**src/lsr_mcr_defines.svh**
```systemverilog
// register offsets, field positions and reset values for line status / modem control
`ifndef LINE_CTRL_DEFINES_SVH
`define LINE_CTRL_DEFINES_SVH

`define OFF_LINE_STATUS    8'h00
`define OFF_MODEM_CONTROL  8'h04
`define OFF_RECV_HOLDING   8'h08
`define OFF_MODEM_STATUS   8'h0C
`define OFF_ENHANCED       8'h10
`define OFF_RECV_PUSH      8'h14
`define OFF_XMIT_STATE     8'h18

`define CTL_RESET          8'h00
`define ENH_RESET          8'h00
`define ENH_WREN_BIT       4
`define FIFO_DEPTH         64
`define PTR_W              6
`define CNT_W              7
`define PRESCALE_DIV       2'h3

`define RESP_OKAY          2'h0
`define RESP_SLVERR        2'h2

`endif

```
**src/lsr_mcr_pkg.sv**
```systemverilog
// types shared by the line status / modem control block
package line_ctrl_pkg;

  typedef struct packed {
    logic       brk;
    logic       frm;
    logic       par;
    logic [7:0] data;
  } rx_entry_t;

  typedef struct packed {
    logic [7:0] addr;
    logic [31:0] data;
  } bus_word_t;

  typedef enum logic [1:0] {
    WR_IDLE,
    WR_RESP
  } wr_state_t;

endpackage

```
**src/uart_line_status_modem_control.sv**
```systemverilog
// line status reporting, receive store and modem control for one uart channel
//
// Register access over AXI4-Lite and the placing of the registers were chosen for this implementation.
`include "lsr_mcr_defines.svh"
`timescale 1ns/1ps
`default_nettype none

// How it works
// - status bit 7 high while any stored character has parity, framing or break error.
// - status bit 6 high only when holding and shift registers are both empty.
// - status bit 5 high when transmit holding register is empty.
// - a line-low frame stores character 00 with break flag, bit 4 shows it.
// - status bit 3 shows framing flag of the head character.
// - status bit 2 shows parity flag of the head character.
// - status bit 1 set after receive overrun, zero otherwise.
// - status bit 0 high whenever receive store holds a character.
// - bits 4 to 2 come straight from head character flags, no own storage.
// - status read leaves read pointer; only holding read advances it.
// - control bit 7 selects undivided or divide-by-4 baud clock.
// - control bit 6 opens access to threshold and trigger registers.
// - control bit 5 enables resume-on-any-character flow control.
// - writes to control bits 7 to 5 need enhanced bit 4 set.
// - control bit 4 loops transmit to receive and bits 3:0 into status.
// - control bit 3 enables interrupt outputs and, outside loop-back, drives general output low.
// - control bit 2 enables the combined fifo ready register.
// - control bit 1 drives rts low unless loop-back is on or auto flow control owns it.
// - control bit 0 drives dtr low; in loop-back feeds data-set-ready.
module uart_line_status_modem_control (
  input  wire logic        clock,          // 20 MHz clock
  input  wire logic        rst_b,          // async reset, active low
  input  wire logic [7:0]  s_axi_awaddr,   // write address
  input  wire logic        s_axi_awvalid,  // write address valid
  output logic             s_axi_awready,  // write address ready
  input  wire logic [31:0] s_axi_wdata,    // write data
  input  wire logic [3:0]  s_axi_wstrb,    // write strobes
  input  wire logic        s_axi_wvalid,   // write data valid
  output logic             s_axi_wready,   // write data ready
  output logic [1:0]       s_axi_bresp,    // write response
  output logic             s_axi_bvalid,   // write response valid
  input  wire logic        s_axi_bready,   // write response ready
  input  wire logic [7:0]  s_axi_araddr,   // read address
  input  wire logic        s_axi_arvalid,  // read address valid
  output logic             s_axi_arready,  // read address ready
  output logic [31:0]      s_axi_rdata,    // read data
  output logic [1:0]       s_axi_rresp,    // read response
  output logic             s_axi_rvalid,   // read data valid
  input  wire logic        s_axi_rready,   // read data ready
  input  wire logic        xmitHoldEmpty,  // transmit holding empty
  input  wire logic        xmitShiftEmpty, // transmit shifter empty
  input  wire logic        txSerial,       // transmit serial from shifter
  input  wire logic        rxPin,          // receive serial pin
  input  wire logic        ctsPin_b,       // clear to send pin
  input  wire logic        dsrPin_b,       // data set ready pin
  input  wire logic        riPin_b,        // ring indicator pin
  input  wire logic        cdPin_b,        // carrier detect pin
  input  wire logic        autoRtsEn,      // auto rts enable
  input  wire logic        autoRtsLevel,   // rts level from flow control
  input  wire logic        intRequest,     // interrupt from priority logic
  output logic             rxSerial,       // receive serial to receiver
  output logic             txPin,          // transmit pin
  output logic             rts_b,          // rts pin
  output logic             dtr_b,          // dtr pin
  output logic             generalOut_b,   // general output pin, low when on
  output logic             intOut,         // interrupt output data
  output logic             intOut_oe_b,    // interrupt output enable, low drives
  output logic             baudClkDiv4,    // prescaler select
  output logic             thresholdAccess, // threshold/trigger access
  output logic             xonAnyEn,       // resume on any character
  output logic             fifoReadyEn,    // combined fifo ready enable
  output logic [3:0]       modemLines,     // status bits 7:4 (cd ri dsr cts)
  output logic             rxFlushed       // tied low, store is never cleared
);

  // ----------------------------------------------------------------
  // pin synchronisers
  // ----------------------------------------------------------------
  logic [4:0] pinMeta_q;
  logic [4:0] pinSync_q;

  always_ff @(posedge clock or negedge rst_b) begin
    if (!rst_b) begin
      pinMeta_q <= 5'h1F;
      pinSync_q <= 5'h1F;
    end else begin
      pinMeta_q <= {rxPin, ctsPin_b, dsrPin_b, riPin_b, cdPin_b};
      pinSync_q <= pinMeta_q;
    end
  end

  // ----------------------------------------------------------------
  // registers
  // ----------------------------------------------------------------
  logic [7:0] modemControl_q;
  logic [7:0] enhanced_q;
  logic       overrun_q;
  line_ctrl_pkg::rx_entry_t rxMem [`FIFO_DEPTH];
  logic [`PTR_W-1:0] rdPtr_q;
  logic [`PTR_W-1:0] wrPtr_q;
  logic [`CNT_W-1:0] count_q;
  logic [`CNT_W-1:0] errCount_q;

  function automatic logic entryErr(input line_ctrl_pkg::rx_entry_t e);
    entryErr = e.brk | e.frm | e.par;
  endfunction

  // ----------------------------------------------------------------
  // axi4-lite write
  // ----------------------------------------------------------------
  logic awHeld_q;
  logic wHeld_q;
  logic [7:0]  awAddr_q;
  logic [31:0] wData_q;
  logic [3:0]  wStrb_q;
  logic        wrFire;

  assign s_axi_awready = !awHeld_q && !s_axi_bvalid;
  assign s_axi_wready  = !wHeld_q && !s_axi_bvalid;
  assign wrFire        = awHeld_q && wHeld_q && !s_axi_bvalid;

  always_ff @(posedge clock or negedge rst_b) begin
    if (!rst_b) begin
      awHeld_q <= 1'b0;
      wHeld_q  <= 1'b0;
      awAddr_q <= 8'h00;
      wData_q  <= 32'h0000_0000;
      wStrb_q  <= 4'h0;
    end else begin
      if (s_axi_awvalid && s_axi_awready) begin
        awHeld_q <= 1'b1;
        awAddr_q <= s_axi_awaddr;
      end else if (wrFire) begin
        awHeld_q <= 1'b0;
      end
      if (s_axi_wvalid && s_axi_wready) begin
        wHeld_q <= 1'b1;
        wData_q <= s_axi_wdata;
        wStrb_q <= s_axi_wstrb;
      end else if (wrFire) begin
        wHeld_q <= 1'b0;
      end
    end
  end

  function automatic logic knownAddr(input logic [7:0] a);
    knownAddr = (a == `OFF_LINE_STATUS) || (a == `OFF_MODEM_CONTROL) || (a == `OFF_RECV_HOLDING) ||
                (a == `OFF_MODEM_STATUS) || (a == `OFF_ENHANCED) || (a == `OFF_RECV_PUSH) ||
                (a == `OFF_XMIT_STATE);
  endfunction

  always_ff @(posedge clock or negedge rst_b) begin
    if (!rst_b) begin
      s_axi_bvalid <= 1'b0;
      s_axi_bresp  <= `RESP_OKAY;
    end else if (wrFire) begin
      s_axi_bvalid <= 1'b1;
      s_axi_bresp  <= knownAddr(awAddr_q) ? `RESP_OKAY : `RESP_SLVERR;
    end else if (s_axi_bready) begin
      s_axi_bvalid <= 1'b0;
    end
  end

  logic wrCtl;
  logic wrEnh;
  logic wrPush;
  assign wrCtl  = wrFire && (awAddr_q == `OFF_MODEM_CONTROL) && wStrb_q[0];
  assign wrEnh  = wrFire && (awAddr_q == `OFF_ENHANCED) && wStrb_q[0];
  assign wrPush = wrFire && (awAddr_q == `OFF_RECV_PUSH) && wStrb_q[1];

  always_ff @(posedge clock or negedge rst_b) begin
    if (!rst_b) begin
      modemControl_q <= `CTL_RESET;
    end else if (wrCtl) begin
      modemControl_q[4:0] <= wData_q[4:0];
      if (enhanced_q[`ENH_WREN_BIT]) begin
        modemControl_q[7:5] <= wData_q[7:5];
      end
    end
  end

  always_ff @(posedge clock or negedge rst_b) begin
    if (!rst_b) begin
      enhanced_q <= `ENH_RESET;
    end else if (wrEnh) begin
      enhanced_q <= wData_q[7:0];
    end
  end

  // ----------------------------------------------------------------
  // axi4-lite read
  // ----------------------------------------------------------------
  logic rdFire;
  logic rdSts;
  logic rdHld;
  logic [7:0] lineStatus;
  line_ctrl_pkg::rx_entry_t head;

  assign s_axi_arready = !s_axi_rvalid;
  assign rdFire = s_axi_arvalid && s_axi_arready;
  assign rdSts  = rdFire && (s_axi_araddr == `OFF_LINE_STATUS);
  assign rdHld  = rdFire && (s_axi_araddr == `OFF_RECV_HOLDING) && (count_q != '0);
  assign head   = rxMem[rdPtr_q];

  always_comb begin
    lineStatus    = 8'h00;
    lineStatus[7] = (errCount_q != '0);
    lineStatus[6] = xmitHoldEmpty && xmitShiftEmpty;
    lineStatus[5] = xmitHoldEmpty;
    if (count_q != '0) begin
      lineStatus[4] = head.brk;
      lineStatus[3] = head.frm;
      lineStatus[2] = head.par;
    end
    lineStatus[1] = overrun_q;
    lineStatus[0] = (count_q != '0);
  end

  always_ff @(posedge clock or negedge rst_b) begin
    if (!rst_b) begin
      s_axi_rvalid <= 1'b0;
      s_axi_rdata  <= 32'h0000_0000;
      s_axi_rresp  <= `RESP_OKAY;
    end else if (rdFire) begin
      s_axi_rvalid <= 1'b1;
      s_axi_rresp  <= knownAddr(s_axi_araddr) ? `RESP_OKAY : `RESP_SLVERR;
      case (s_axi_araddr)
        `OFF_LINE_STATUS:   s_axi_rdata <= {24'h000000, lineStatus};
        `OFF_MODEM_CONTROL: s_axi_rdata <= {24'h000000, modemControl_q};
        `OFF_RECV_HOLDING:  s_axi_rdata <= {24'h000000, (count_q != '0) ? head.data : 8'h00};
        `OFF_MODEM_STATUS:  s_axi_rdata <= {24'h000000, modemLines, 4'h0};
        `OFF_ENHANCED:      s_axi_rdata <= {24'h000000, enhanced_q};
        `OFF_XMIT_STATE:    s_axi_rdata <= {25'h0000000, count_q};
        default:            s_axi_rdata <= 32'h0000_0000;
      endcase
    end else if (s_axi_rready) begin
      s_axi_rvalid <= 1'b0;
    end
  end

  // ----------------------------------------------------------------
  // receive store
  // ----------------------------------------------------------------
  // push word: [7:0] data, [8] parity, [9] framing, [10] break
  logic pushOk;
  logic popOk;
  line_ctrl_pkg::rx_entry_t pushEntry;
  assign pushOk = wrPush && (count_q != `CNT_W'(`FIFO_DEPTH));
  assign popOk  = rdHld;
  always_comb begin
    pushEntry.brk  = wData_q[10];
    pushEntry.frm  = wData_q[9];
    pushEntry.par  = wData_q[8];
    pushEntry.data = wData_q[10] ? 8'h00 : wData_q[7:0];
  end

  always_ff @(posedge clock) begin
    if (pushOk) begin
      rxMem[wrPtr_q] <= pushEntry;
    end
  end

  always_ff @(posedge clock or negedge rst_b) begin
    if (!rst_b) begin
      wrPtr_q    <= '0;
      rdPtr_q    <= '0;
      count_q    <= '0;
      errCount_q <= '0;
    end else begin
      if (pushOk) begin
        wrPtr_q <= wrPtr_q + `PTR_W'(1);
      end
      if (popOk) begin
        rdPtr_q <= rdPtr_q + `PTR_W'(1);
      end
      count_q <= count_q + `CNT_W'(pushOk) - `CNT_W'(popOk);
      errCount_q <= errCount_q + `CNT_W'(pushOk && entryErr(pushEntry))
                    - `CNT_W'(popOk && entryErr(head));
    end
  end

  // overrun: set wins over read clear
  always_ff @(posedge clock or negedge rst_b) begin
    if (!rst_b) begin
      overrun_q <= 1'b0;
    end else if (wrPush && !pushOk) begin
      overrun_q <= 1'b1;
    end else if (rdSts) begin
      overrun_q <= 1'b0;
    end
  end

  assign rxFlushed = 1'b0;

  // ----------------------------------------------------------------
  // modem control outputs
  // ----------------------------------------------------------------
  logic loopOn;
  assign loopOn          = modemControl_q[4];
  assign baudClkDiv4     = modemControl_q[7];
  assign thresholdAccess = modemControl_q[6];
  assign xonAnyEn        = modemControl_q[5];
  assign fifoReadyEn     = modemControl_q[2];
  assign rxSerial        = loopOn ? txSerial : pinSync_q[4];
  assign txPin           = loopOn ? 1'b1 : txSerial;
  assign generalOut_b    = loopOn ? 1'b1 : !modemControl_q[3];
  assign intOut          = intRequest;
  assign intOut_oe_b     = !modemControl_q[3];
  assign rts_b = loopOn ? 1'b1 : (autoRtsEn ? autoRtsLevel : !modemControl_q[1]);
  assign dtr_b = loopOn ? 1'b1 : !modemControl_q[0];
  // cd, ri, dsr, cts
  assign modemLines = loopOn ?
    {modemControl_q[3], modemControl_q[2], modemControl_q[0], modemControl_q[1]} :
    {!pinSync_q[0], !pinSync_q[1], !pinSync_q[2], !pinSync_q[3]};
endmodule

`default_nettype wire

```
**config.mk**
```make
export PLATFORM = sky130hd
export DESIGN_NAME = uart_line_status_modem_control
export DESIGN_NICKNAME = d
export VERILOG_FILES = /design/src/lsr_mcr_pkg.sv /design/src/uart_line_status_modem_control.sv
export VERILOG_INCLUDE_DIRS = /design/src /design/src/src
export SDC_FILE = /design/constraint.sdc
export NUM_CORES = 1
export LEC_CHECK = 0
export BUFFER_PORTS_ARGS = -buffer_cell sky130_fd_sc_hd__buf_2
export CAP_MARGIN = 20
export CORE_ASPECT_RATIO = 1.75
export CORE_MARGIN = 1.5
export CORE_UTILIZATION = 55
export CTS_CLUSTER_SIZE = 20
export DETAILED_ROUTE_END_ITERATION = 6
export PLACE_DENSITY = 0.68
export SYNTH_ARGS = -nofsm -noshare
export SYNTH_HDL_FRONTEND = slang
export SYNTH_SLANG_ARGS = --single-unit
```
**constraint.sdc**
```tcl
create_clock -name clock -period 10.2 [get_ports clock]
set_input_delay 0.51 -clock clock [delete_from_list [all_inputs] [get_ports clock]]
set_output_delay 0.51 -clock clock [all_outputs]
set_load 0.01 [all_outputs]
```
==> flow_metrics.tcl <==
set metrics [dict create \
    vias_per_cell 6.09 \
    worstPathCellList "buf_4 -> nand3b_2 -> o221ai_1 -> a211oi_1 -> o21a_1 -> a31o_2 -> a31oi_1 -> ha_1 -> inv_1 -> ha_1 -> fa_1 -> a21oi_1 -> nor2_1 -> o21ai_0 -> a21oi_1 -> nor2_1 -> xnor2_1" \
    place_worst_setup_slack_ns 4.72 \
    whs_endpoint "pinMeta_q[4]$_DFF_PN1_" \
    p_comb_frac 0.126 \
    synth_cell_types 68 \
    worst_slack_ns 4.80 \
    drcViolationCount 0 \
    seqPwrFrac 0.547 \
    grtUsageTotal 0.251 \
    grt_max_degree 131 \
    p_int_w 0.00572 \
    clk_pin_slew_worst_paths_ns 0.06 \
    grt_pass1_wl_um 105000 \
    skew_ns 0.0272 \
    port_buffers 74 \
    syn_avg_cell_area_sq_um 19.4 \
    cp.depth 17 \
    grt_setup_unrepaired "false" \
    drtIter0Drc 1397 \
    hold_class "input port to flop" \
    cp_num_buf_inv 2 \
    synth.yosys.seq_area_share 0.736 \
    drive_above_1_share 0.270 \
    drv_slew 0 \
    reg2reg_from "rdPtr_q[0]$_DFFE_PN0P_" \
    fin_crit_ns 5.40 \
    clockBufferDepth 3 \
    antenna_found_initial 0 \
    synth_edf_count 704 \
    p_leak_nw 11.5 \
    cts_setup_buffers 0 \
    p_per_area_nw_per_um2 215 \
    hp-start "rxPin" \
    synth_flop_cell "edfxtp_1" \
    insertion_delay_ns 0.61 \
    grt.overflow.total 0 \
    timing.critical_path.from_type "flop" \
    initial_core_util 0.556 \
    cp_slowest_stage_delay_ns 0.95 \
    crit_type "flop to flop" \
    syn_to_final_growth_pct 11.4 \
    max_slew_margin 0.206 \
    setup_viol 0 \
    crit_family "compound AO/OA/AOI/OAI gates" \
    vias 15800 \
    cts_sinks 792 \
    pin_count 127 \
    cap_violations 0 \
    core_sq_um 57000 \
    wl_um 72000 \
    cts_tree "done" \
    hold_viol 0 \
    row_count 116 \
    place_congestion 0.862 \
    status "completed" \
    root_buffer "clkbuf_16" \
    die_x_um 185 \
    clock.fmax_mhz 185 \
    htree_levels 3 \
    dieArea_sq_um 59200 \
    clkPwrFrac 0.327 \
    worst_path_max_delay_cell "dfrtp_4" \
    antenna_left 0 \
    reg2regPathDepth 17 \
    crit_fanout 40 \
    dpl_cell_area_sq_um 33000 \
    cts_buffers 67 \
    async_reset_ff_frac 0.111 \
    netlist_area_sq_um 31700 \
    post_drt_wl_per_cell_um 27.8 \
    fill_cells 4004 \
    timing.rr.end "errCount_q[6]$_DFF_PN0_" \
    drt_first_pass_iters 5 \
    critPathRequiredTime_ns 10.71 \
    ys_seq_elements 792 \
    final_area_sq_um 35300 \
    crit_path_end_kind "flop" \
    grt_pass1_vias 16500 \
    worst_pin_slew_ns 1.19 \
    vdd_drop_max_v 0.000169 \
    die_y_um 321 \
    place_hpwl_um 45300 \
    hold_depth 1 \
    yosysWarnings 0 \
    p_switching_w 0.00190 \
    arrival_ns 5.91 \
    fin_tns_setup_ns 0 \
    finalCritPeriodShare 0.530 \
    nNetsFinal 1866 \
    syn_inst 1635 \
    swShare 0.249 \
    r2r_setup_slack_ns 4.80 \
]
==> power groups by stage <==
| stage | clock network, W | logic, W | registers [W] |
|---|---|---|---|
| after floorplan | 0 | 0.000520 | 0.00426 |
| after global placement | 0 | 0.000913 | 0.00423 |
| after CTS | 0.00254 | 0.000973 | 0.00417 |
| after detailed placement | 0 | 0.000971 | 0.00424 |
| final | 0.00249 | 0.000956 | 0.00417 |
| after global routing | 0.00265 | 0.00105 | 0.00418 |
==> metrics by stage <==
| stage | total power, W | utilization | hold slack [ns] | std cells |
|---|---|---|---|---|
| 3_5_place_dp | 0.00521 | 0.579 | 0.347 | 2444 |
| 3_3_place_gp | 0.00514 | 0.576 | 0.349 | 2428 |
| 4_1_cts | 0.00768 | 0.616 | 0.00212 | 2567 |
| 5_1_grt | 0.00788 | 0.620 | 0.00652 | 2591 |
| 6_report | 0.00762 | 0.620 | 0.0200 | 2592 |
| 2_1_floorplan | 0.00478 | - | 0.214 | 1661 |
==> routing by layer <==
layer  share of wire  GRT usage
met5               0          0
met1            0.35      0.287
met2            0.54      0.453
met4           0.057      0.140
met3           0.051     0.0312
==> worst max path at each step <==
stage                      startpoint                      end
6_report       rdPtr_q[0]$_DFFE_PN0P_  errCount_q[6]$_DFF_PN0_
5_1_grt        rdPtr_q[0]$_DFFE_PN0P_  errCount_q[6]$_DFF_PN0_
4_1_cts        rdPtr_q[0]$_DFFE_PN0P_  errCount_q[6]$_DFF_PN0_
3_5_place_dp   rdPtr_q[0]$_DFFE_PN0P_  errCount_q[6]$_DFF_PN0_
3_3_place_gp   rdPtr_q[0]$_DFFE_PN0P_  errCount_q[6]$_DFF_PN0_
2_1_floorplan  rdPtr_q[0]$_DFFE_PN0P_  errCount_q[6]$_DFF_PN0_
==> area by class of cell <==
| type | instances | area [sq um] | share of cell area |
|---|---|---|---|
| clock inverter | 28 | 215 | 0.00609 |
| timing repair buffer | 157 | 1060 | 0.0299 |
| multi-input combinational | 730 | 7750 | 0.219 |
| tap | 767 | 960 | 0.0271 |
| antenna | 1 | 2.50 | 0.0000708 |
| sequential | 792 | 23400 | 0.661 |
| inverter | 26 | 97.6 | 0.00276 |
| clock buffer | 91 | 1900 | 0.0537 |
==> cells in the mapped netlist, types with 19 or more instances <==
master,count,area share
dfrtp_1,78,0.062
clkbuf_1,31,0.0037
a22oi_1,19,0.0045
mux2i_1,72,0.023
buf_4,36,0.0085
o21ai_0,28,0.0044
nand2_1,48,0.0057
inv_1,26,0.0031
nor2_1,89,0.011
mux4_2,163,0.12
mux2_2,46,0.016
buf_2,26,0.0041
edfxtp_1,704,0.67
ha_1,20,0.0079
==> registers in the layout (all words and copies together) (netlist names), 2 cells and up <==
| name | count |
|---|---|
| rxMem | 704 |
| wData_q | 11 |
| awAddr_q | 8 |
| enhanced_q | 8 |
| modemControl_q | 8 |
| s_axi_rdata | 8 |
| count_q | 7 |
| errCount_q | 7 |
| rdPtr_q | 6 |
| wrPtr_q | 6 |
| pinMeta_q | 5 |
| pinSync_q | 5 |
| wStrb_q | 2 |
==> cell usage in the layout, fill, tap and decap left out, types with 19 or more instances in the layout <==
| master | instances |
|---|---|
| edfxtp_1 | 704 |
| mux4_2 | 163 |
| nor2_1 | 89 |
| buf_2 | 73 |
| mux2i_1 | 72 |
| clkbuf_16 | 72 |
| dfrtp_1 | 71 |
| buf_4 | 69 |
| nand2_1 | 48 |
| mux2_2 | 46 |
| o21ai_0 | 28 |
| conb_1 | 27 |
| inv_1 | 26 |
| ha_1 | 20 |
| a22oi_1 | 19 |
==> logic make-up after synthesis <==
group,synth area share
buffers and inverters,0.0246
adder cells (fa/ha/maj),0.00915
multiplexers,0.155
AND/OR/NAND/NOR,0.0359
AO/OA/AOI/OAI,0.0333
other,0.000118
XOR/XNOR,0.00607
flip-flops,0.736
==> what timing repair did <==
item | CTS | global route
hold endpoints to repair | 25 | 0
gates resized for setup | 0 | 0
hold buffers | 4 | 0
Note: power is estimated with default switching activity, not from simulation.
